--- config.mk ---
export PLATFORM = sky130hd
export DESIGN_NAME = clrb_regs
export DESIGN_NICKNAME = d
export VERILOG_FILES = /design/src/clrb_pkg.sv /design/src/clrb_clamp.sv /design/src/clrb_regs.sv
export VERILOG_INCLUDE_DIRS = /design/src
export SDC_FILE = /design/constraint.sdc
export NUM_CORES = 1
export LEC_CHECK = 0
export ABC_AREA = 0
export BUFFER_PORTS_ARGS = -buffer_cell sky130_fd_sc_hd__buf_4
export CAP_MARGIN = 10
export CORE_MARGIN = 2
export CORE_UTILIZATION = 45
export DETAILED_ROUTE_END_ITERATION = 12
export PLACE_DENSITY = 0.64
export SETUP_SLACK_MARGIN = 0.5
export SLEW_MARGIN = 25
export SYNTH_ARGS = -nofsm -noshare
export SYNTH_HDL_FRONTEND = slang
export SYNTH_HIERARCHICAL = 1
export SYNTH_SLANG_ARGS = --single-unit
--- constraint.sdc ---
create_clock -name clock -period 4.8 [get_ports clock]
set_clock_uncertainty 0.1 [all_clocks]
set_input_delay 0.96 -clock clock [delete_from_list [all_inputs] [get_ports clock]]
set_output_delay 0.96 -clock clock [all_outputs]
set_load 0.01 [all_outputs]
--- src/clrb_params.svh ---
`ifndef CLRB_PARAMS_SVH
`define CLRB_PARAMS_SVH
// register offsets
`define CLRB_OFS_CELL_V   8'h00
`define CLRB_OFS_CHG_I    8'h01
`define CLRB_OFS_IN_V     8'h02
`define CLRB_LAST_OFS     8'h02
// reset values
`define CLRB_RST_CELL_V   8'hA0
`define CLRB_RST_CHG_I    8'h5E
`define CLRB_RST_IN_V     8'h84
// field positions, input voltage register
`define CLRB_IV_PLUGRST   7
`define CLRB_IV_DISCHG    6
`define CLRB_IV_OOA_DIS   5
// field positions, charge current register
`define CLRB_CI_HIZ       7
`define CLRB_CI_EXTERNAL_CURRENT_LIMIT_PIN      6
// clamp limits
`define CLRB_FAST_CHARGE_CURRENT_CODE_MAX     6'h2C
`define CLRB_FAST_CHARGE_CURRENT_CODE_MIN     6'h02
`define CLRB_VIN_MAX      5'h10
`endif

--- src/clrb_pkg.sv ---
package clrb_pkg;
  // register access request from the serial engine
  typedef struct packed {
    logic       wr;
    logic       rd;
    logic [7:0] addr;
    logic [7:0] wdata;
  } clrb_req_t;
  // effective settings passed to regulation logic
  typedef struct packed {
    logic [7:0] cell_regulation_voltage_code;
    logic       high_impedance_enable;
    logic       current_limit_pin_enable;
    logic [5:0] fast_charge_current_code;
    logic       battery_discharge_load_enable;
    logic       pulse_mode_out_of_audio_disable;
    logic [4:0] input_voltage_limit_code;
  } clrb_cfg_t;
endpackage

--- src/clrb_clamp.sv ---
`timescale 1ns/10ps
`default_nettype none
`include "clrb_params.svh"
// saturates a code into [lo, hi]
module clrb_clamp
  import clrb_pkg::*;
#(
  parameter int W = 6
)(
  input  wire logic [W-1:0] raw,
  input  wire logic [W-1:0] lo,
  input  wire logic [W-1:0] hi,
  output logic      [W-1:0] eff
);
  always_comb
  begin
    if (raw > hi)
      eff = hi;
    else if (raw < lo)
      eff = lo;
    else
      eff = raw;
  end
endmodule
`default_nettype wire

--- src/clrb_regs.sv ---
// Function
// - cell voltage code means 3.40 V plus 5 mV per count, default 4.20 V
// - cell voltage register resets to A0h, restored by register reset and watchdog
// - charge current register resets to 5Eh, fully restored by both resets
// - bit 6 enables external current limit pin; zero ignores it
// - charge current code 50 mA per count; bit 7 enables high impedance
// - charge current code clamped to 2Ch maximum and 100 mA minimum
// - input voltage register resets to 84h; bits 7,6 restored by both
// - plug-in reset bit set restores input voltage limit after detection
// - battery discharge load follows bit 6, default off
// - out-of-audio disable bit survives watchdog, cleared by register reset
// - input voltage code 3.9 V plus 100 mV per count, kept through watchdog
// - input voltage code above 10h clamped to 5.5 V setting
// - watchdog expiry restores defaults except fields marked as kept
// - undefined address answered with not-acknowledge; sequential access supported
`timescale 1ns/10ps
`default_nettype none
`include "clrb_params.svh"
module clrb_regs
  import clrb_pkg::*;
(
  input  wire logic       clock,
  input  wire logic       rstn,
  input  wire clrb_req_t  req,
  input  wire logic       register_reset,
  input  wire logic       watchdog_expired,
  input  wire logic       source_detect_done,
  output clrb_req_t       unused_echo,
  output logic      [7:0] rdata,
  output logic            ack,
  output logic            nack,
  output clrb_cfg_t       cfg
);
  logic [7:0] cell_voltage_limit;
  logic [7:0] charge_current_limit;
  logic [7:0] input_voltage_limit;
  logic       hit;
  logic [5:0] fast_charge_current_code_eff;
  logic [4:0] vin_eff;
  logic [7:0] cfg_cell;
  logic       cfg_hiz;
  logic       cfg_external_current_limit_pin;
  logic [5:0] cfg_fast_charge_current_code;
  logic       cfg_dischg;
  logic       cfg_ooa;
  logic [4:0] cfg_vin;
  // reset image held as a vector so its upper field can be sliced at full width
  localparam logic [7:0] iv_reset_image = `CLRB_RST_IN_V;

  // ==========================================================
  // address decode
  assign hit = (req.addr <= `CLRB_LAST_OFS);

  // ==========================================================
  // cell voltage register
  always_ff @(posedge clock or negedge rstn)
  begin
    if (!rstn)
      cell_voltage_limit <= `CLRB_RST_CELL_V;
    else if (register_reset || watchdog_expired)
      cell_voltage_limit <= `CLRB_RST_CELL_V;
    else if (req.wr && req.addr == `CLRB_OFS_CELL_V)
      cell_voltage_limit <= req.wdata;
  end

  // ==========================================================
  // charge current register
  always_ff @(posedge clock or negedge rstn)
  begin
    if (!rstn)
      charge_current_limit <= `CLRB_RST_CHG_I;
    else if (register_reset || watchdog_expired)
      charge_current_limit <= `CLRB_RST_CHG_I;
    else if (req.wr && req.addr == `CLRB_OFS_CHG_I)
      charge_current_limit <= req.wdata;
  end

  // ==========================================================
  // input voltage register, split by which reset restores each field
  always_ff @(posedge clock or negedge rstn)
  begin
    if (!rstn)
      input_voltage_limit <= `CLRB_RST_IN_V;
    else if (register_reset)
      input_voltage_limit <= `CLRB_RST_IN_V;
    else if (watchdog_expired)
      // low six bits survive the watchdog
      input_voltage_limit <= {iv_reset_image[7:6], input_voltage_limit[5:0]};
    else if (req.wr && req.addr == `CLRB_OFS_IN_V)
      input_voltage_limit <= req.wdata;
    else if (source_detect_done && input_voltage_limit[`CLRB_IV_PLUGRST])
      // host write in the same cycle wins over the plug-in restore
      input_voltage_limit[4:0] <= 5'(`CLRB_RST_IN_V);
  end

  // ==========================================================
  // acknowledge for mapped addresses
  always_ff @(posedge clock or negedge rstn)
  begin
    if (!rstn)
      ack <= 1'b0;
    else
      ack <= (req.wr || req.rd) && hit;
  end

  // ==========================================================
  // refusal for unmapped addresses; nothing is stored for them
  always_ff @(posedge clock or negedge rstn)
  begin
    if (!rstn)
      nack <= 1'b0;
    else
      nack <= (req.wr || req.rd) && !hit;
  end

  // ==========================================================
  // read data; raw codes, held until the next mapped read
  always_ff @(posedge clock or negedge rstn)
  begin
    if (!rstn)
      rdata <= 8'h00;
    else if (req.rd && hit)
    begin
      case (req.addr)
        `CLRB_OFS_CELL_V: rdata <= cell_voltage_limit;
        `CLRB_OFS_CHG_I:  rdata <= charge_current_limit;
        default:          rdata <= input_voltage_limit;
      endcase
    end
  end

  // ==========================================================
  // clamping on the effective values only
  clrb_clamp #(.W(6)) u_fast_charge_current_code_clamp (
    .raw (charge_current_limit[5:0]),
    .lo  (`CLRB_FAST_CHARGE_CURRENT_CODE_MIN),
    .hi  (`CLRB_FAST_CHARGE_CURRENT_CODE_MAX),
    .eff (fast_charge_current_code_eff)
  );

  clrb_clamp #(.W(5)) u_vin_clamp (
    .raw (input_voltage_limit[4:0]),
    .lo  (5'h00),
    .hi  (`CLRB_VIN_MAX),
    .eff (vin_eff)
  );

  // ==========================================================
  // debug copy of the request, one cycle late
  always_ff @(posedge clock or negedge rstn)
  begin
    if (!rstn)
      unused_echo <= '0;
    else
      unused_echo <= req;
  end

  // ==========================================================
  // cell regulation voltage setting
  always_ff @(posedge clock or negedge rstn)
  begin
    if (!rstn)
      cfg_cell <= 8'h00;
    else
      cfg_cell <= cell_voltage_limit;
  end

  // ==========================================================
  // high impedance enable
  always_ff @(posedge clock or negedge rstn)
  begin
    if (!rstn)
      cfg_hiz <= 1'b0;
    else
      cfg_hiz <= charge_current_limit[`CLRB_CI_HIZ];
  end

  // ==========================================================
  // external current limit pin enable
  always_ff @(posedge clock or negedge rstn)
  begin
    if (!rstn)
      cfg_external_current_limit_pin <= 1'b0;
    else
      cfg_external_current_limit_pin <= charge_current_limit[`CLRB_CI_EXTERNAL_CURRENT_LIMIT_PIN];
  end

  // ==========================================================
  // fast charge current, clamped to 02h..2Ch; reset loads 00h, below that range
  always_ff @(posedge clock or negedge rstn)
  begin
    if (!rstn)
      cfg_fast_charge_current_code <= 6'h00;
    else
      cfg_fast_charge_current_code <= fast_charge_current_code_eff;
  end

  // ==========================================================
  // battery discharge load
  always_ff @(posedge clock or negedge rstn)
  begin
    if (!rstn)
      cfg_dischg <= 1'b0;
    else
      cfg_dischg <= input_voltage_limit[`CLRB_IV_DISCHG];
  end

  // ==========================================================
  // out-of-audio disable in pulse mode
  always_ff @(posedge clock or negedge rstn)
  begin
    if (!rstn)
      cfg_ooa <= 1'b0;
    else
      cfg_ooa <= input_voltage_limit[`CLRB_IV_OOA_DIS];
  end

  // ==========================================================
  // input voltage limit, clamped
  always_ff @(posedge clock or negedge rstn)
  begin
    if (!rstn)
      cfg_vin <= 5'h00;
    else
      cfg_vin <= vin_eff;
  end

  // ==========================================================
  // settings bundle; pure wiring of the flops above, no logic
  always_comb
  begin
    cfg                                 = '0;
    cfg.cell_regulation_voltage_code    = cfg_cell;
    cfg.high_impedance_enable           = cfg_hiz;
    cfg.current_limit_pin_enable        = cfg_external_current_limit_pin;
    cfg.fast_charge_current_code        = cfg_fast_charge_current_code;
    cfg.battery_discharge_load_enable   = cfg_dischg;
    cfg.pulse_mode_out_of_audio_disable = cfg_ooa;
    cfg.input_voltage_limit_code        = cfg_vin;
  end
endmodule
`default_nettype wire

* Word level (Yosys, flattened, before mapping) *
Index checks and enable logic that the tools add are counted.

storage, ports and cells
  logic and storage cells = 59
  input port bits = 23
  bits in registers = 75
  output and inout bits = 51

cells by class
  reductions and logical operators = 18
  order comparisons = 5
  muxes and demuxes = 14
  eq/ne operators = 3

operators by type and width
  operator              count
  $mux W8               6
  $mux W5               4
  $pmux W8 S2           1
  $mux W6               2
  $eq A8 B1 Y1 const B  1
  $eq A8 B2 Y1 const B  1
  $le A8 B2 Y1 const B  1
  $logic_not A8 Y1      1
  $logic_and A1 B1 Y1   7
  $gt A6 B6 Y1 const B  1
  $lt A6 B2 Y1 const B  1
  $reduce_bool A2 Y1    3
  $reduce_bool A3 Y1    2
  $gt A5 B5 Y1 const B  1
  $lt A5 B1 Y1 const B  1
  $reduce_and A2 Y1     2
  $mux W3               1
  $logic_or A1 B1 Y1    2
  $ne A2 B2 Y1 const B  1
  $logic_not A1 Y1      1

* Longest topological paths before layout *
  depth after elaboration = 5
  depth in mapped cells = 7
  depth with buffers taken out = 6

* By module *
Netlist, hierarchy kept.

by module, submodules not included
  module                                          times used  cells each  seq. area each (sq um)  area each (sq um)
  clrb_regs                                       1           255         1,888.1                 3,002.9
  clrb_clamp at u_fast_charge_current_code_clamp  1           79          0.0                     581.8
  clrb_clamp at u_vin_clamp                       1           50          0.0                     405.4

* Worst setup path before layout *
OpenSTA, ideal clock, no wires.

  path type = input to register
  from = input port req[15] (netlist bit)
  to = register rdata[0]
  data arrival time = 2.234 ns
  path buffers = 3
  stages on the path = 6
  library setup time = 0.137 ns
  slack = 2.329 ns
  cells stage by stage = or4_1 > buf_2 > buf_6 > buf_6 > o41ai_1 > o31ai_1

on the way
  cells in the longest elaborated chain, start to end = 2
  elaborated cells on any way between the ends = 5

ends and longest elaborated chain
  item                                                   line                                source
  from (decl)                                            clrb_regs.sv:24                     input wire clrb_req_t req,
  $le A8 B2 Y1 (no source line) (tied with other cells)  --
  $logic_and A1 B1 Y1 or $pmux W8 S2 (tied branches)     clrb_regs.sv:122, clrb_regs.sv:124
  to (signal assigned)                                   clrb_regs.sv:125                    `CLRB_OFS_CELL_V: rdata <= cell_voltage_limit;
  to (signal assigned)                                   clrb_regs.sv:126                    `CLRB_OFS_CHG_I: rdata <= charge_current_limit;
  to (signal assigned)                                   clrb_regs.sv:127                    default: rdata <= input_voltage_limit;
  to (decl)                                              clrb_regs.sv:29                     output logic [7:0] rdata,

Parallel ways exist; a longest one is shown, timed or not.
A chain may end at the register's enable or synchronous reset.

* Worst setup path after layout *
Ends and elaborated chain as after synthesis.

==> run_results.csv <==
group,metric,value,unit
outcome,status,"finished, final reports clean",
timing,worst_pin_slew,769,ps
clock_network,tritoncts,"yes",
critical_path,path_class,"input pin to flop",
critical_path,crit_required,4910,ps
grt,grt.overflow.total,0,
routing,wl_per_cell,17.2,microns
yosys,syn_inst,384,
timing,slew_headroom,48.7,%
yosys,seq_area_frac_synth,47.3,%
timing,tns,0,ps
critical_path,cp_num_buf_inv,2,
yosys,yosysWarnings,6,
placed_design,dp_hpwl,7240,microns
yosys,async_flop_share,100,%
clock_network,cts_inserted_buffers,9,
pwr,max-vdd-ir-drop,0.000169,V
timing,rsz0062_at_grt,"no",
yosys,synth_seq_cells,75,
grt,grt_pass1_vias,3354,
routing,drt-pass1-iter-count,5,
critical_path,cp_cell_sequence,"buf_4 -> or4_1 -> buf_4 -> a2111oi_0 -> o31ai_1",
pwr,p_per_area,296,nW/um^2
yosys,synth_top_area_share,41.4,%
critical_path,rr_worst_depth,5,
clock_network,cts_num_sinks,75,
critical_path,critPathSlowestCell,"a2111oi_0",
clock_network,cts.path.max_buffers,2,
flow_run,drv_cap,0,
placed_design,portBuffers,73,
final_layout,post-route-util,57.1,%
yosys,netlist_area,3990,sq um
timing,holdWs,315,ps
timing,fmax,408,MHz
critical_path,cp_common_cell,"buf_4",
floorplanning,die-area,9640,sq um
yosys,synth_ff_type,"dfrtp_1",
routing,drc_errors,0,
routing,drtIter0Drc,232,
min_path,hold_depth,0,
final_layout,fillers,790,
clock_network,clockRootBuffer,"clkbuf_8",
floorplanning,rows,34,
critical_path,crit_family,"compound AO/OA/AOI/OAI gates",
routing,post_drt_via_cell_ratio,5.74,
timing,final_hold_viol_count,0,
pwr,power.leakage,2.16,nW
critical_path,startpoint_type,"input pin",
yosys,synth_edf_count,0,
critical_path,r2r-end,"cfg_fast_charge_current_code[4]",
floorplanning,num_io_pins,74,
timing,slew_viol_final,0,
routing,antenna_left,0,
min_path,hold_path.class,"flop to flop",
final_layout,diodes,0,
routing,vias,3411,
critical_path,startpoint,"req[15]",
floorplanning,initial_utilization,46.0,%
final_layout,layout_commonest_cell,"buf_4",
timing,final.period_utilization,51.1,%
grt,grt_max_degree,76,
clock_network,cts_setup_buffers,0,
critical_path,worstReg2RegStart,"charge_current_limit[4]",
critical_path,slowest_delay,550,ps
min_path,min_to,"cfg_dischg",
floorplanning,dieHeight,98.2,microns
timing,period_needed,2450,ps
yosys,postSynthAreaPerCell,10.4,sq um
yosys,synth_area_leaders,"dfrtp_1, ha_1, dfstp_2",
critical_path,worst_ep_arrival_time,2560,ps
final_layout,drive_gt1_share,24.9,%
routing,wl,10200,microns
placed_design,gp_congestion,0.836,
critical_path,cp-end-kind,"flop",
final_layout,fin_nets,524,
critical_path,worst-path-max-fanout,40,
clock_network,ctsResizeCount,0,
final_layout,area_growth,24.2,%
floorplanning,core_area,8680,sq um
floorplanning,chipWidth,98.2,microns
grt,grtUsageTotal,22.2,%
yosys,yosysTopAreaCell,"dfrtp_1",
grt,grt_pass1_wl,17100,microns
clock_network,clk_pin_slew,80,ps
clock_network,clkLatencyLatePin,350,ps
critical_path,rrSetupSlack,2820,ps
min_path,min_from,"input_voltage_limit[6]",
timing,setup_viol,0,
critical_path,crit_cells,5,
pwr,finalPower,1.47,mW
clock_network,ctsHoldBuffers,0,
grt,antenna_found_initial,0,
final_layout,final_cell_mix,"buf_4, dfrtp_1, conb_1",
clock_network,htree_levels,3,
yosys,netlist-cell-type-count,60,
## power breakdown
group / total [mW] / leakage, nW / switching (mW) / internal, mW
registers: 0.663 / 0.923 / 0.00798 / 0.655
logic: 0.195 / 1.11 / 0.115 / 0.0803
clock network: 0.608 / 0.125 / 0.245 / 0.364
## cell type report
type,instances,area [sq um],share of cell area [%]
repair buffers,76,574,11.6
multi-input cells,293,2010,40.6
inverters,26,97.6,1.97
clock inverters,5,108,2.17
flip-flops and latches,75,1890,38.1
well taps,108,135,2.73
clock buffers,11,141,2.85
## Yosys cell counts (all sizes together) (5+ instances only)
| master | number |
|---|---|
| a31oi | 19 |
| o2bb2ai | 6 |
| dfrtp | 66 |
| nand2b | 5 |
| dfstp | 9 |
| nor2b | 14 |
| a2bb2oi | 6 |
| a311oi | 6 |
| nand4 | 13 |
| o41ai | 9 |
| ha | 20 |
| nor2 | 5 |
| o31ai | 17 |
| clkbuf | 17 |
| nor4 | 10 |
| o211ai | 9 |
| nand2 | 14 |
| a21oi | 24 |
| nand3 | 8 |
| inv | 26 |
| buf | 15 |
| a2111oi | 7 |
| o21ai | 15 |
## state kept, by name, summed over array words and instances, names as in the netlist, 5 cells and up
register / cells
unused_echo: 18
cell_voltage_limit: 8
cfg_cell: 8
charge_current_limit: 8
input_voltage_limit: 8
rdata: 8
cfg_fast_charge_current_code: 6
cfg_vin: 5
## cells by family after synthesis
| group | after synthesis | share of synthesized area, % |
|---|---|---|
| compound gates | 142 | 27.0 |
| simple gates | 86 | 12.4 |
| flops | 75 | 47.3 |
| buf+inv | 58 | 6.49 |
| fa+ha+maj | 20 | 6.27 |
| other cells | 2 | 0.188 |
| mux | 1 | 0.282 |
## per-stage QoR
stage	setup WS, ps	area, sq um	instances
floorplan	2330	4150	426
global placement	2160	4700	578
detailed placement	2010	4700	578
CTS	2380	4950	594
global route	2260	4960	594
finish	2350	4960	594
## per-layer routing
metal  routed length, microns  vias to the layer above  global-route usage (%)
li1                         -                     1626                       -
met1                     4490                     1640                    32.1
met2                     4840                      129                    34.6
met3                      736                       16                    3.72
met4                      167                        0                    6.74
met5                        0                        -                       0
## how the worst max path moves through the flow
stage	end	slack, ps
2_1_floorplan	rdata[0]	2330
3_3_place_gp	rdata[6]	2160
3_5_place_dp	rdata[7]	2010
4_1_cts	rdata[7]	2380
5_1_grt	rdata[7]	2260
6_report	rdata[0]	2350
No activity file was read; power rests on OpenSTA's default activity.
